<file path="config.mk">
export PLATFORM = sky130hd
export DESIGN_NAME = psd_sync_update
export DESIGN_NICKNAME = d
export VERILOG_FILES = /design/src/core/psd_pkg.sv /design/src/core/psd_buf.sv /design/src/core/psd_sync_update.sv
export SDC_FILE = /design/constraint.sdc
export NUM_CORES = 1
export LEC_CHECK = 0
export ABC_AREA = 1
export BUFFER_PORTS_ARGS = -buffer_cell sky130_fd_sc_hd__buf_2
export CORE_MARGIN = 2
export CORE_UTILIZATION = 30
export CTS_CLUSTER_DIAMETER = 80
export DETAILED_ROUTE_END_ITERATION = 10
export HOLD_SLACK_MARGIN = 0.06
export PLACE_DENSITY = 0.42
export RECOVER_POWER = 50
export SLEW_MARGIN = 5
export SYNTH_ARGS = -nofsm -noshare
export SYNTH_HDL_FRONTEND = slang
export SYNTH_HIERARCHICAL = 1
export SYNTH_SLANG_ARGS = --single-unit
</file>
<file path="constraint.sdc">
create_clock -name clk_in -period 6.1 [get_ports clk_in]
set_clock_uncertainty 0.15 [all_clocks]
set_input_delay 1.22 -clock clk_in [delete_from_list [all_inputs] [get_ports clk_in]]
set_output_delay 1.22 -clock clk_in [all_outputs]
set_load 0.005 [all_outputs]
</file>
<file path="src/core/psd_pkg.sv">
package psd_pkg;
    localparam int CHANNELS  = 4;
    localparam int CMP_UNITS = 8;
    localparam int CNT_W     = 16;
    localparam int PER_W     = 4;
    localparam int BUF_DEPTH = 2;

    localparam logic [1:0] METHOD_MANUAL = 2'h0;
    localparam logic [1:0] METHOD_DMA    = 2'h2;

    // Mask and status bit positions
    localparam int MSK_WRITE_READY_FLAG  = 0;
    localparam int MSK_TRANSFER_END_FLAG = 1;
    localparam int MSK_BUFE  = 2;
    localparam int MSK_UNDERRUN_FLAG  = 3;
    localparam int MSK_CMPM  = 8;
    localparam int MSK_CMPU  = 16;
    localparam int MSK_W     = 24;

    localparam logic [CNT_W-1:0] DUTY_RST = 16'h0000;
    localparam logic [PER_W-1:0] PER_RST  = 4'h0;
endpackage : psd_pkg

</file>
<file path="src/core/psd_buf.sv">
`timescale 1ns/1ps
`default_nettype none
module psd_buf
    import psd_pkg::*;
(
    input  wire logic             clk_in,
    input  wire logic             nrst_in,
    input  wire logic [CNT_W-1:0] in_data_in,
    input  wire logic             in_valid_in,
    output logic                  in_ready_out,
    output logic [CNT_W-1:0]      out_data_out,
    output logic                  out_valid_out,
    input  wire logic             out_ready_in
);
    logic [CNT_W-1:0] slot_reg [BUF_DEPTH];
    logic [1:0]       cnt_reg;
    logic [1:0]       cnt_next;
    wire              push = in_valid_in & in_ready_out;
    wire              pop  = out_valid_out & out_ready_in;

    assign out_valid_out = cnt_reg != 2'h0;
    assign out_data_out  = slot_reg[0];
    assign cnt_next      = cnt_reg + {1'b0, push} - {1'b0, pop};

    // Ready is registered so the source sees a clean flop output
    always_ff @(posedge clk_in or negedge nrst_in) begin
        if (!nrst_in) begin
            cnt_reg      <= 2'h0;
            in_ready_out <= 1'b1;
        end else begin
            cnt_reg      <= cnt_next;
            in_ready_out <= cnt_next != 2'h2;
        end
    end

    always_ff @(posedge clk_in or negedge nrst_in) begin
        if (!nrst_in) begin
            slot_reg[0] <= DUTY_RST;
            slot_reg[1] <= DUTY_RST;
        end else if (pop) begin
            slot_reg[0] <= (cnt_reg == 2'h2) ? slot_reg[1] : in_data_in;
        end else if (push && cnt_reg == 2'h0) begin
            slot_reg[0] <= in_data_in;
        end else if (push) begin
            slot_reg[1] <= in_data_in;
        end
    end
endmodule : psd_buf
`default_nettype wire

</file>
<file path="src/core/psd_sync_update.sv">
`timescale 1ns/1ps
`default_nettype none
module psd_sync_update
    import psd_pkg::*;
(
    input  wire logic                clk_in,
    input  wire logic                nrst_in,
    input  wire logic [1:0]          sync_update_method_in,
    input  wire logic [CHANNELS-1:0] channel_is_synchronous_in,
    input  wire logic                request_timing_select_in,
    input  wire logic [2:0]          request_comparison_select_in,
    input  wire logic                channel_zero_enable_in,
    input  wire logic                update_unlock_set_in,
    input  wire logic [PER_W-1:0]    update_period_value_in,
    input  wire logic                update_period_wr_in,
    input  wire logic                period_end_in,
    input  wire logic [CNT_W-1:0]    counter_in,
    input  wire logic                counter_down_in,
    input  wire logic                center_alignment_in,
    input  wire logic                fault_active_in,
    input  wire logic [CNT_W-1:0]    dma_data_in,
    input  wire logic                dma_valid_in,
    output logic                     dma_ready_out,
    output logic                     dma_request_out,
    input  wire logic                dma_transfer_done_in,
    input  wire logic                dma_buffer_empty_in,
    input  wire logic                status_read_in,
    input  wire logic [MSK_W-1:0]    second_interrupt_mask_in,
    input  wire logic [2:0]          cmp_select_in,
    input  wire logic                cmp_value_wr_in,
    input  wire logic [CNT_W-1:0]    cmp_value_data_in,
    input  wire logic                cmp_direction_in,
    input  wire logic [PER_W-1:0]    cmp_trigger_in,
    input  wire logic [PER_W-1:0]    cmp_period_max_in,
    input  wire logic                cmp_mode_wr_in,
    input  wire logic                cmp_enable_in,
    input  wire logic [PER_W-1:0]    cmp_update_period_in,
    output logic                     update_unlock_out,
    output logic                     period_deadtime_load_out,
    output logic                     duty_load_out,
    output logic [CHANNELS-1:0][CNT_W-1:0] duty_value_out,
    output logic [PER_W-1:0]         update_period_active_out,
    output logic                     write_ready_flag_out,
    output logic                     transfer_end_flag_out,
    output logic                     dma_buffer_empty_flag_out,
    output logic                     underrun_flag_out,
    output logic [CMP_UNITS-1:0]     cmp_match_out,
    output logic [CMP_UNITS-1:0]     cmp_match_flag_out,
    output logic [CMP_UNITS-1:0]     cmp_update_flag_out,
    output logic                     irq_out
);
    function automatic logic [1:0] psd_slot(input logic [CHANNELS-1:0] m,
                                            input logic [2:0] k);
        logic [2:0] seen;
        logic [1:0] r;
        seen = 3'h0;
        r    = 2'h0;
        for (int j = 0; j < CHANNELS; j++) begin
            if (m[j]) begin
                if (seen == k) begin
                    r = j[1:0];
                end
                seen = seen + 3'h1;
            end
        end
        return r;
    endfunction : psd_slot

    function automatic logic [2:0] psd_count(input logic [CHANNELS-1:0] m);
        logic [2:0] n;
        n = 3'h0;
        for (int j = 0; j < CHANNELS; j++) begin
            n = n + {2'h0, m[j]};
        end
        return n;
    endfunction : psd_count

    logic [PER_W-1:0]              upc_reg;
    logic [PER_W-1:0]              upr_shd_reg;
    logic                          upr_pend_reg;
    logic [CHANNELS-1:0][CNT_W-1:0] stage_reg;
    logic [2:0]                    got_reg;
    logic [2:0]                    got_next;
    logic                          req_next;
    logic [CNT_W-1:0]              buf_data;
    logic                          buf_valid;
    logic [CMP_UNITS-1:0]          cmp_upd;

    wire       dma_mode  = sync_update_method_in == METHOD_DMA;
    wire       auto_mode = sync_update_method_in != METHOD_MANUAL;
    wire [2:0] need      = psd_count(channel_is_synchronous_in);
    wire       words_done = got_reg >= need;
    wire       upd_due   = auto_mode & period_end_in
                         & (upc_reg == update_period_active_out);
    wire       pd_apply  = period_end_in & update_unlock_out;
    wire       wr_event  = request_timing_select_in
                         ? cmp_match_out[request_comparison_select_in]
                         : upd_due;
    // Words are held back in the loading cycle so none is lost
    wire       buf_ready = dma_mode & dma_request_out & ~words_done
                         & ~upd_due;
    wire       take      = buf_valid & buf_ready;
    wire [1:0] slot      = psd_slot(channel_is_synchronous_in, got_reg);
    wire       underrun  = upd_due & dma_mode & ~words_done;

    assign got_next = upd_due ? 3'h0 : got_reg + {2'h0, take};
    assign req_next = (dma_mode & wr_event)
                    | (dma_request_out & (got_next < need) & ~upd_due);

    psd_buf u_buf (
        .clk_in       (clk_in),
        .nrst_in      (nrst_in),
        .in_data_in   (dma_data_in),
        .in_valid_in  (dma_valid_in),
        .in_ready_out (dma_ready_out),
        .out_data_out (buf_data),
        .out_valid_out(buf_valid),
        .out_ready_in (buf_ready)
    );

    // A new unlock write in the apply cycle stays set for the next period
    always_ff @(posedge clk_in or negedge nrst_in) begin
        if (!nrst_in) begin
            update_unlock_out        <= 1'b0;
            period_deadtime_load_out <= 1'b0;
        end else begin
            update_unlock_out        <= update_unlock_set_in
                                      | (update_unlock_out & ~pd_apply);
            period_deadtime_load_out <= pd_apply;
        end
    end

    always_ff @(posedge clk_in or negedge nrst_in) begin
        if (!nrst_in) begin
            upc_reg                  <= PER_RST;
            update_period_active_out <= PER_RST;
            upr_shd_reg              <= PER_RST;
            upr_pend_reg             <= 1'b0;
        end else begin
            if (upd_due) begin
                upc_reg <= PER_RST;
            end else if (auto_mode && period_end_in) begin
                upc_reg <= upc_reg + 4'h1;
            end
            if (update_period_wr_in) begin
                upr_shd_reg <= update_period_value_in;
            end
            upr_pend_reg <= update_period_wr_in | (upr_pend_reg & ~upd_due);
            if (upd_due && upr_pend_reg) begin
                update_period_active_out <= upr_shd_reg;
            end
        end
    end

    always_ff @(posedge clk_in or negedge nrst_in) begin
        if (!nrst_in) begin
            stage_reg       <= '0;
            duty_value_out  <= '0;
            duty_load_out   <= 1'b0;
            got_reg         <= 3'h0;
            dma_request_out <= 1'b0;
        end else begin
            if (take) begin
                stage_reg[slot] <= buf_data;
            end
            for (int c = 0; c < CHANNELS; c++) begin
                if (upd_due && channel_is_synchronous_in[c]) begin
                    duty_value_out[c] <= stage_reg[c];
                end
            end
            duty_load_out   <= upd_due;
            got_reg         <= got_next;
            dma_request_out <= req_next;
        end
    end

    // Hardware set wins over a clearing read in the same cycle
    always_ff @(posedge clk_in or negedge nrst_in) begin
        if (!nrst_in) begin
            write_ready_flag_out      <= 1'b0;
            transfer_end_flag_out     <= 1'b0;
            dma_buffer_empty_flag_out <= 1'b0;
            underrun_flag_out         <= 1'b0;
            cmp_match_flag_out        <= '0;
            cmp_update_flag_out       <= '0;
        end else begin
            write_ready_flag_out      <= (auto_mode & wr_event)
                                       | (write_ready_flag_out
                                          & ~status_read_in);
            transfer_end_flag_out     <= dma_transfer_done_in
                                       | (transfer_end_flag_out
                                          & ~status_read_in);
            dma_buffer_empty_flag_out <= dma_buffer_empty_in
                                       | (dma_buffer_empty_flag_out
                                          & ~status_read_in);
            underrun_flag_out         <= underrun
                                       | (underrun_flag_out
                                          & ~status_read_in);
            cmp_match_flag_out        <= cmp_match_out
                                       | (cmp_match_flag_out
                                          & {CMP_UNITS{~status_read_in}});
            cmp_update_flag_out       <= cmp_upd
                                       | (cmp_update_flag_out
                                          & {CMP_UNITS{~status_read_in}});
        end
    end

    wire [MSK_W-1:0] status_vec = {cmp_update_flag_out, cmp_match_flag_out,
                                   4'h0, underrun_flag_out,
                                   dma_buffer_empty_flag_out,
                                   transfer_end_flag_out,
                                   write_ready_flag_out};

    always_ff @(posedge clk_in or negedge nrst_in) begin
        if (!nrst_in) begin
            irq_out <= 1'b0;
        end else begin
            irq_out <= |(status_vec & second_interrupt_mask_in);
        end
    end

    for (genvar u = 0; u < CMP_UNITS; u++) begin : g_cmp
        logic             cen_reg, sm_cen_reg;
        logic             dir_reg, sv_dir_reg;
        logic [CNT_W-1:0] cv_reg, sv_cv_reg;
        logic [PER_W-1:0] ctr_reg, sv_ctr_reg;
        logic [PER_W-1:0] cpr_reg, sv_cpr_reg;
        logic [PER_W-1:0] comparison_update_period_reg, sm_comparison_update_period_reg;
        logic [PER_W-1:0] comparison_period_counter_reg, comparison_update_counter_reg;
        logic             pend_reg, hit_prev_reg, match_reg, upd_reg;
        wire  sel_u  = cmp_select_in == 3'(u);
        wire  dir_ok = ~center_alignment_in | (counter_down_in == dir_reg);
        wire  hit    = cen_reg & ~fault_active_in & dir_ok
                     & (counter_in == cv_reg) & (comparison_period_counter_reg == ctr_reg);
        // While channel 0 is off there is no period, so load at once
        wire  load   = pend_reg & (~channel_zero_enable_in
                     | (period_end_in & (comparison_update_counter_reg == comparison_update_period_reg)));

        always_ff @(posedge clk_in or negedge nrst_in) begin
            if (!nrst_in) begin
                {sv_cv_reg, sv_dir_reg, sv_ctr_reg, sv_cpr_reg} <= '0;
                {sm_cen_reg, sm_comparison_update_period_reg, pend_reg}             <= '0;
            end else begin
                if (cmp_value_wr_in && sel_u) begin
                    {sv_cv_reg, sv_dir_reg}  <= {cmp_value_data_in,
                                                 cmp_direction_in};
                    {sv_ctr_reg, sv_cpr_reg} <= {cmp_trigger_in,
                                                 cmp_period_max_in};
                end
                if (cmp_mode_wr_in && sel_u) begin
                    {sm_cen_reg, sm_comparison_update_period_reg} <= {cmp_enable_in,
                                                  cmp_update_period_in};
                end
                pend_reg <= (cmp_mode_wr_in & sel_u) | (pend_reg & ~load);
            end
        end

        always_ff @(posedge clk_in or negedge nrst_in) begin
            if (!nrst_in) begin
                {cen_reg, dir_reg, cv_reg}    <= '0;
                {ctr_reg, cpr_reg, comparison_update_period_reg}  <= '0;
                {comparison_period_counter_reg, comparison_update_counter_reg}     <= '0;
                {hit_prev_reg, match_reg, upd_reg} <= '0;
            end else begin
                if (load) begin
                    {cen_reg, dir_reg, cv_reg}   <= {sm_cen_reg, sv_dir_reg,
                                                     sv_cv_reg};
                    {ctr_reg, cpr_reg, comparison_update_period_reg} <= {sv_ctr_reg, sv_cpr_reg,
                                                     sm_comparison_update_period_reg};
                end
                if (period_end_in) begin
                    comparison_period_counter_reg  <= (comparison_period_counter_reg == cpr_reg) ? PER_RST
                                 : comparison_period_counter_reg + 4'h1;
                    comparison_update_counter_reg <= (comparison_update_counter_reg == comparison_update_period_reg) ? PER_RST
                                 : comparison_update_counter_reg + 4'h1;
                end
                hit_prev_reg <= hit;
                match_reg    <= hit & ~hit_prev_reg;
                upd_reg      <= load;
            end
        end
        assign cmp_match_out[u] = match_reg;
        assign cmp_upd[u]       = upd_reg;

    end
endmodule : psd_sync_update
`default_nettype wire

</file>
### After elaboration in Yosys (flattened, before gate mapping)

Index checks and enable logic that the tools add are counted.
Widths: inputs -> output; s select.

| storage, ports and cells | value |
|---|---|
| memories | 0 |
| output and inout bits | 102 |
| register bits | 780 |
| word-level logic and storage cells | 478 |
| input port bits | 118 |
| memory bits (writable) | 0 |
| latch bits | 0 |
| ROM bits | 0 |

| cells by class | value |
|---|---|
| mux-type cells | 37 |
| equal/unequal tests | 54 |
| $add $sub $neg | 25 |
| magnitude comparators | 5 |
| $mul | 0 |
| divide/modulo/power cells | 0 |
| reductions and logical operators | 32 |
| bitwise gates (word level) | 153 |
| shift operators | 0 |

Operators by type and width:

| operator | number |
|---|---|
| $eq 16x16->1 | 8 |
| $eq 4x4->1 | 25 |
| $and 1x1->1 | 92 |
| $mux 4 | 18 |
| $add 4x1->4 const B | 17 |
| $bwmux 64 | 1 |
| $mux 16 | 4 |
| $demux 16 s2 | 1 |
| $or 1x1->1 | 31 |
| $not 1->1 | 25 |
| $and 24x24->24 | 1 |
| $logic_and 1x1->1 | 24 |
| $reduce_or 24->1 | 1 |
| $and 8x8->8 | 2 |
| $or 8x8->8 | 2 |
| $eq 3x3->1 const B | 4 |
| $mux 2 | 5 |
| $eq 3x3->1 | 3 |
| $mux 3 | 3 |
| $eq 1x1->1 | 8 |
| $reduce_bool 2->1 | 4 |
| $add 3x1->3 | 2 |
| $add 3x1->3 const B | 2 |
| $eq 3x2->1 const B | 2 |
| 17 further kinds | 21 |

### Logic depth before layout (Yosys ltp)

Gate-level depths: netlist of run 1.

| depth | value |
|---|---|
| word-level depth | 14 |
| mapped depth | 21 |

### Modules after synthesis

Netlist of run 1, hierarchy kept.

Modules (own cells, without submodules):

| module | instances | area each (um2) | cells each |
|---|---|---|---|
| psd_sync_update | 1 | 32172.1 | 3661 |
| psd_buf | 1 | 1881.8 | 227 |

### Worst setup path after synthesis of run 1

OpenSTA, ideal clock, no wires.

| timing | value |
|---|---|
| path kind | input port to flip-flop |
| from | input port channel_is_synchronous_in[0] |
| to | register dma_request_out |
| cell stages on the path | 20 |
| data required time | 5.885 ns |
| library setup time | 0.065 ns |
| setup slack | 1.575 ns |
| arrival time | 4.310 ns |
| cells stage by stage | fa_1 ha_1 ha_1 inv_1 ha_1 nand3b_1 nand3_1 nor2_2 nand3_2 inv_2 buf_2 ha_1 ha_1 xnor2_1 nor2_1 ha_1 a21oi_1 and3_1 nand2_1 nand2_1 |

| on the way | value |
|---|---|
| longest elaborated chain between the ends | 14 |

Ends and longest elaborated chain:

| what | line | source |
|---|---|---|
| start: declaration | psd_sync_update.sv:9 | `input wire logic [CHANNELS-1:0] channel_is_synchronous_in,` |
| $add 1x1->2 | psd_sync_update.sv:73 | `n = n + {2'h0, m[j]};` |
| $add 2x1->3 | psd_sync_update.sv:73 |  |
| $add 3x1->3 | psd_sync_update.sv:73 |  |
| $ge 3x3->1 | psd_sync_update.sv:92 | `wire words_done = got_reg >= need;` |
| $not 1->1 | psd_sync_update.sv:100 | `wire buf_ready = dma_mode & dma_request_out & ~words_done` |
| $and 1x1->1 | psd_sync_update.sv:100 |  |
| $and 1x1->1 | psd_sync_update.sv:101 | `& ~upd_due;` |
| $and 1x1->1 | psd_sync_update.sv:102 | `wire take = buf_valid & buf_ready;` |
| $add 3x1->3 | psd_sync_update.sv:106 | `assign got_next = upd_due ? 3'h0 : got_reg + {2'h0, take};` |
| $mux 3 | psd_sync_update.sv:106 |  |
| via got_next[2] | psd_sync_update.sv:83 | `logic [2:0] got_next;` |
| $lt 3x3->1 | psd_sync_update.sv:108 | `\| (dma_request_out & (got_next < need) & ~upd_due);` |
| $and 1x1->1 (2 in series) | psd_sync_update.sv:108 |  |
| $or 1x1->1 | psd_sync_update.sv:108 |  |
| via req_next | psd_sync_update.sv:84 | `logic req_next;` |
| end signal: assignment | psd_sync_update.sv:173 | `dma_request_out <= req_next;` |
| end: declaration | psd_sync_update.sv:24 | `output logic dma_request_out,` |

The timed path passes the listed nets, and every way through them passes these cells.
A chain may end at the register's enable or synchronous reset.

### Worst setup path in the final report of run 1

| timing | value |
|---|---|
| from | input port period_end_in |
| to | register g_cmp[0].dir_reg |

| on the way | value |
|---|---|
| longest elaborated chain between the ends | 3 |

Ends and longest elaborated chain:

| what | line | source |
|---|---|---|
| start: declaration | psd_sync_update.sv:16 | `input wire logic period_end_in,` |
| $and 1x1->1 | psd_sync_update.sv:237 | `\| (period_end_in & (comparison_update_counter_reg == comparison_update_period_reg)));` |
| $or 1x1->1 | psd_sync_update.sv:237 |  |
| $and 1x1->1 | psd_sync_update.sv:236 | `wire load = pend_reg & (~channel_zero_enable_in` |
| end signal: assignment | psd_sync_update.sv:266 | `{cen_reg, dir_reg, cv_reg} <= {sm_cen_reg, sv_dir_reg,` |
| end: declaration | psd_sync_update.sv:224 | `logic dir_reg, sv_dir_reg;` |

Every way passes these cells.

==> metrics.cfg, run 1 <==
[grt]
grt_max_degree=155
grt_pass1_wl_mm=161
grt_usage_pct=18.0
grt_overflow_total=0
grt_pass1_vias=25708
antenna_found_initial=5

[clock_network]
htreeDepth=3
holdBufCountCts=0
cts_root_buffer=clkbuf_16
clkSinkCount=780
cts_resized=0
cts_tree=built
cts_buffer_depth=3
cts_made_buffers=92
clk_pin_slew_ns=0.06
insertion_delay_ns=0.68
cts_setup_buffers=0

[yosys]
syn_inst=3888
synth_fa_ha_area_share_pct=1.16
synth-seq-cells=780
synthArstFlopShare_pct=100
netlist_top_cells_count=nand2_1 (1367), dfrtp_1 (779), nand3_1 (461)
synth_most_common_cell=nand2_1
netlist.area_leader.share_pct=57.2
synth_top_area_cell=dfrtp_1
synth-seq-area-share_pct=57.3
synth_fp_nets=4037
syn_area_mm2=0.0341
netlist_top_cells_area=dfrtp_1 (57%), nand2_1 (15%), nand3_1 (6.8%)
synth_cell_types=45
postSynthAreaPerCell_um2=8.76
synth_ff_type=dfrtp_1
synth_top_family_by_area=simple AND/OR/NAND/NOR gates
yosys_warnings=6
synth_xor_xnor_area_share_pct=3.99
synth_compound_area_share_pct=7.01
synth-edff-count=0
synthSimpleGateAreaFrac_pct=24.9
synth.area.mux_share_pct=0

[setup_path]
setup.worst_path.end_class=register
cp-start-kind=input port
crit_top_cell=nand2_1
slowest_stage=clkbuf_1
cpPeakStageDelay_ns=1.67
rr_worst_depth=15
path_cells=clkbuf_1, clkbuf_1, nand3_1, nand2_1, buf_4, nand2_1, buf_4, nand2_1, nand2_1
required_ns=6.50
critPathKind=in2reg
cp_max_fo=45
crit_arrival_ns=4.89

[power_and_ir_drop]
vdd_drop_max_mv=0.227
power.density_mw_per_mm2=460
leakage_nw=20.6

[floorplanning]
dieArea_mm2=0.116
die_y_um=341
die_x_um=341
core-area_mm2=0.112
row_count=123
initial_core_util_pct=30.3
pin_count=220

[placement]
io_buffers=215
gp_congestion=0.796
dp_hpwl_mm=69.5
dpl_cell_area_mm2=0.0363
placed_cells=5426

[drt]
vias=25801
drc_errors=0
totalWireLength_mm=104
routed_via_density=4.61
drt_iter0_drc=1520
wire_per_inst_um=18.5
drtPass1Iterations=5
drtAntennaViolNets=0

[timing]
fmax_mhz=223
setup_viol=0
period_share_pct=73.5
hold_slack_ns=0.242
min_period_ns=4.48
slew-limit-headroom_pct=-113
hold_violations=0
totalNegativeSetupSlack_ns=0
slew_viol_final=627
rsz0062_at_grt=false
tightest_slew_ns=3.19

[layout]
final_util_pct=35.0
area_delta_synth_final_pct=15.5
design_area_mm2=0.0393
layout.cells.non_filler=5595
multiInputGateArea_mm2=0.0126
seq_area_mm2=0.0195
nNetsFinal=4169
nFillCells=11830
antenna_cells=0
drive_above_1_share_pct=10.6

[outcome]
violations=capacitance limit, slew limit
status=finished, violations left

[hold_path]
whs_path_depth=1
hold_path_class=reg2reg

[run]
maxCapViolCount=8

[area by class of cell]
cell class                 instances  area share (%)
tap                             1500            4.77
inverter                         211            2.01
clock buffer                     147            7.12
clock inverter                    22           0.732
sequential                       780            49.6
timing repair buffer             260            3.59
multi-input combinational       2675            32.1
[where the power goes]
| part | internal, mW | switching [mW] | total [mW] | leakage [nW] |
|---|---|---|---|---|
| logic | 1.69 | 2.43 | 4.12 | 8.98 |
| registers | 6.87 | 1.45 | 8.32 | 10.1 |
| clock network | 3.32 | 2.32 | 5.63 | 1.52 |
| total | 11.9 | 6.20 | 18.1 | 20.6 |
[worst max-delay path, delay by kind of cell]
kind	cells	cell delay, ns
buffers and inverters	4	2.51
AND/OR/NAND/NOR	5	1.08
[per-stage QoR]
stage / setup WS (ns) / total power, mW
after floorplan: 1.58 / 11.1
after global placement: 1.06 / 12.6
after detailed placement: 1.08 / 12.6
after CTS: 1.78 / 18.4
after global routing: 1.14 / 19.4
final: 1.62 / 18.1
[cells by family (layout without fill, tap and decap cells)]
family | Yosys count | after routing
xor+xnor | 155 | 155
simple gates | 2035 | 2035
flops | 780 | 780
compound gates | 454 | 454
fa+ha+maj | 31 | 31
buf+inv | 433 | 640
[layer usage]
metal,vias to the layer above,share of wire [%],global-route usage (%)
li1,12750,-,-
met2,449,47,29.5
met4,0,2.4,4.75
met3,132,3.6,2.56
met5,-,0,0
met1,12470,46,24.8
[cells in the final DEF, fill, tap and decap left out, types with 30 or more instances in the layout]
cell	synthesis	final
nand3_1	461	455
xor2_1	71	71
nand2_1	1367	1367
o21ai_0	365	365
inv_1	202	202
nand4_1	33	33
nor2_1	135	135
a21oi_1	31	31
buf_2	63	209
dfrtp_1	779	779
xnor2_1	84	84
clkbuf_16	0	92
clkbuf_1	115	36
ha_1	30	30
buf_4	30	34
[final timing paths]
check	slack, ns	startpoint	to
worst max-delay path	1.62	period_end_in	g_cmp[0].dir_reg
worst min-delay path	0.24	g_cmp[7].hit_prev_reg	g_cmp[7].match_reg
worst max register to register	2.86	got_reg[2]	dma_request_out
worst min register to register	0.24	g_cmp[7].hit_prev_reg	g_cmp[7].match_reg
max in group asynchronous	1.86	nrst_in	g_cmp[3].cv_reg[7]
min in group asynchronous	0.35	nrst_in	period_deadtime_load_out
(Power assumes the default switching activity.)
==> run 2: changes to the inputs <==
--- a/config.mk
+++ b/config.mk
@@ -12,7 +12,7 @@
 export CTS_CLUSTER_DIAMETER = 80
 export DETAILED_ROUTE_END_ITERATION = 10
 export HOLD_SLACK_MARGIN = 0.06
-export PLACE_DENSITY = 0.42
+export PLACE_DENSITY = 0.44
 export RECOVER_POWER = 50
 export SLEW_MARGIN = 5
 export SYNTH_ARGS = -nofsm -noshare
==> constraint.sdc (replaced) <==
create_clock -name clk_in -period 3.95 [get_ports clk_in]
set_clock_uncertainty 0.15 [all_clocks]
set_input_delay 0.79 -clock clk_in [delete_from_list [all_inputs] [get_ports clk_in]]
set_output_delay 0.79 -clock clk_in [all_outputs]
set_load 0.005 [all_outputs]
==> metrics.cfg, run 2 (synthesized netlist as in run 1, its figures left out) <==
[timing]
slew-limit-headroom_pct=-90.1  ; +22 points
setup_viol=0  ; unchanged
slew_viol_final=514  ; -18%
fin_ws_ns=0.438  ; -1.18 ns
hold_slack_ns=0.142  ; -0.100 ns
totalNegativeSetupSlack_ns=0  ; unchanged
period_share_pct=88.9
min_period_ns=3.51
hold_violations=0  ; unchanged
rsz0062_at_grt=false
fmax_mhz=285
tightest_slew_ns=2.85  ; -0.337 ns

[layout]
final_util_pct=35.5  ; +0.49 points
multiInputGateArea_mm2=0.0127  ; +0.34%
seq_area_mm2=0.0195  ; unchanged
layout.cells.non_filler=5634  ; +0.70%
drive_above_1_share_pct=11.2  ; +0.64 points
nNetsFinal=4202  ; +0.79%
layout_common_cells=nand2_1 (1367), dfrtp_1 (779), nand3_1 (458)
design_area_mm2=0.0399  ; +1.4%
layout_commonest_cell=nand2_1
area_delta_synth_final_pct=17.1
nFillCells=11786  ; -0.37%

[floorplanning]
pin_count=220  ; unchanged
die_y_um=341  ; unchanged
die_x_um=341  ; unchanged
core-area_mm2=0.112  ; unchanged
dieArea_mm2=0.116  ; unchanged
initial_core_util_pct=30.3  ; unchanged
row_count=123  ; unchanged

[clock_network]
clkSinkCount=780  ; unchanged
cts_buffer_depth=3  ; unchanged
cts_root_buffer=clkbuf_16
htreeDepth=3  ; unchanged
insertion_delay_ns=0.67  ; about the same
clk_pin_slew_ns=0.06  ; about the same
cts_made_buffers=93  ; +1.1%
cts_tree=built
cts_resized=0  ; unchanged

[setup_path]
crit_family=adder cells
setup.worst_path.end_class=register
cp_max_fo=3  ; -93%
required_ns=4.42  ; -2.08 ns
slowest_stage=fa_1
critical_path_buf_inv_count=3  ; -1
cp-start-kind=input port
critPathKind=in2reg
cpPeakStageDelay_ns=0.54  ; -1.13 ns
crit_top_cell=ha_4
crit_arrival_ns=3.98  ; -0.91 ns
path_cells=buf_2, fa_1, ha_2, ha_4, inv_1, ha_1, a21oi_1, nand3_2, nor2_4, nand3_2, inv_4, ha_4, ha_4, xnor2_1, nor2_1, ha_1, a21oi_1, and3_1, nand2_1, nand2_1

[placement]
io_buffers=215  ; unchanged
dp_hpwl_mm=70.9  ; +2.1%
gp_congestion=0.777  ; -2.3%
dpl_cell_area_mm2=0.0367  ; +1.1%
post-place-ws_ns=-0.233  ; -1.31 ns
placed_cells=5457  ; +0.57%

[grt]
antenna_found_initial=7  ; +2
grt_max_degree=85  ; -45%
grt_usage_pct=17.8  ; -0.15 points
grt_pass1_wl_mm=160  ; -0.46%
grt_pass1_vias=25992  ; +1.1%
grt_overflow_total=0  ; unchanged

[power_and_ir_drop]
p_sw_share_pct=33.8  ; -0.50 points
p_int_mw=18.7  ; +58%
clockPowerShare_pct=31.7  ; +0.5 points
p_seq_share_pct=45.4  ; -0.6 points
vdd_drop_max_mv=0.397  ; +75%
power.density_mw_per_mm2=709  ; +54%
switching_power_mw=9.56  ; +54%
p_total_mw=28.3  ; +56%
comb_power_share_pct=22.9  ; about the same
leakage_nw=20.8  ; +1.1%

[hold_path]
hold_path_class=in2reg

[drt]
vias=26029  ; +0.88%
drt_iter0_drc=1454  ; -4.3%
drtPass1Iterations=5  ; unchanged
wire_per_inst_um=18.2  ; -1.8%
drc_errors=0  ; unchanged
routed_via_density=4.62  ; +0.19%
totalWireLength_mm=102  ; -1.1%
drtAntennaViolNets=0  ; unchanged

[outcome]
violations=capacitance limit, slew limit
status=finished, violations left

[run]
maxCapViolCount=10  ; +2

[run 2: layout make-up]
cell class | instances | area share [%]
timing repair buffer | 292 | 4.44
inverter | 211 | 1.99
antenna | 5 | 0.0314
multi-input combinational | 2675 | 31.8
clock inverter | 30 | 1.16
sequential | 780 | 48.9
tap | 1500 | 4.71
clock buffer | 141 | 6.92
[run 2: worst paths after layout]
kind / startpoint / to / slack, ns / cells past startpoint
min in group asynchronous: nrst_in / stage_reg[22] / 1.40 / 2
worst min register to register: g_cmp[5].hit_prev_reg / g_cmp[5].match_reg / 0.24 / 1
worst max-delay path: channel_is_synchronous_in[3] / dma_request_out / 0.44 / 20
worst max register to register: got_reg[2] / dma_request_out / 0.97 / 15
max in group asynchronous: nrst_in / g_cmp[1].sv_cv_reg[3] / 0.56 / 2
worst min-delay path: dma_transfer_done_in / transfer_end_flag_out / 0.14 / 2
[run 2: worst register-to-register path: cells and delay by family, from the launching register on]
| kind | cells | cell delay (ns) |
|---|---|---|
| compound gates | 2 | 0.33 |
| simple gates | 7 | 0.80 |
| fa+ha+maj | 4 | 0.91 |
| xor+xnor | 1 | 0.11 |
| flops | 1 | 0.50 |
| buf+inv | 1 | 0.11 |
[run 2: power groups by stage]
stage,registers (mW),logic [mW],clock network [mW]
4_1_cts,12.9,6.65,9.26
5_1_grt,13.2,7.58,9.56
3_3_place_gp,13.0,6.50,0
3_5_place_dp,13.0,6.63,0
6_report,12.8,6.47,8.98
2_1_floorplan,12.2,4.90,0
[run 2: repair_timing]
action / in CTS / in global routing
hold buffers: 1 / 0
setup buffers: 0 / 0
endpoints found under the hold margin: 8 / 0
[run 2: routing by layer]
layer  global-route usage, %  routed length, µm
met2                    31.0              50400
met4                    4.57               2510
met3                    2.47               3540
met5                       0                  0
met1                    23.3              45900
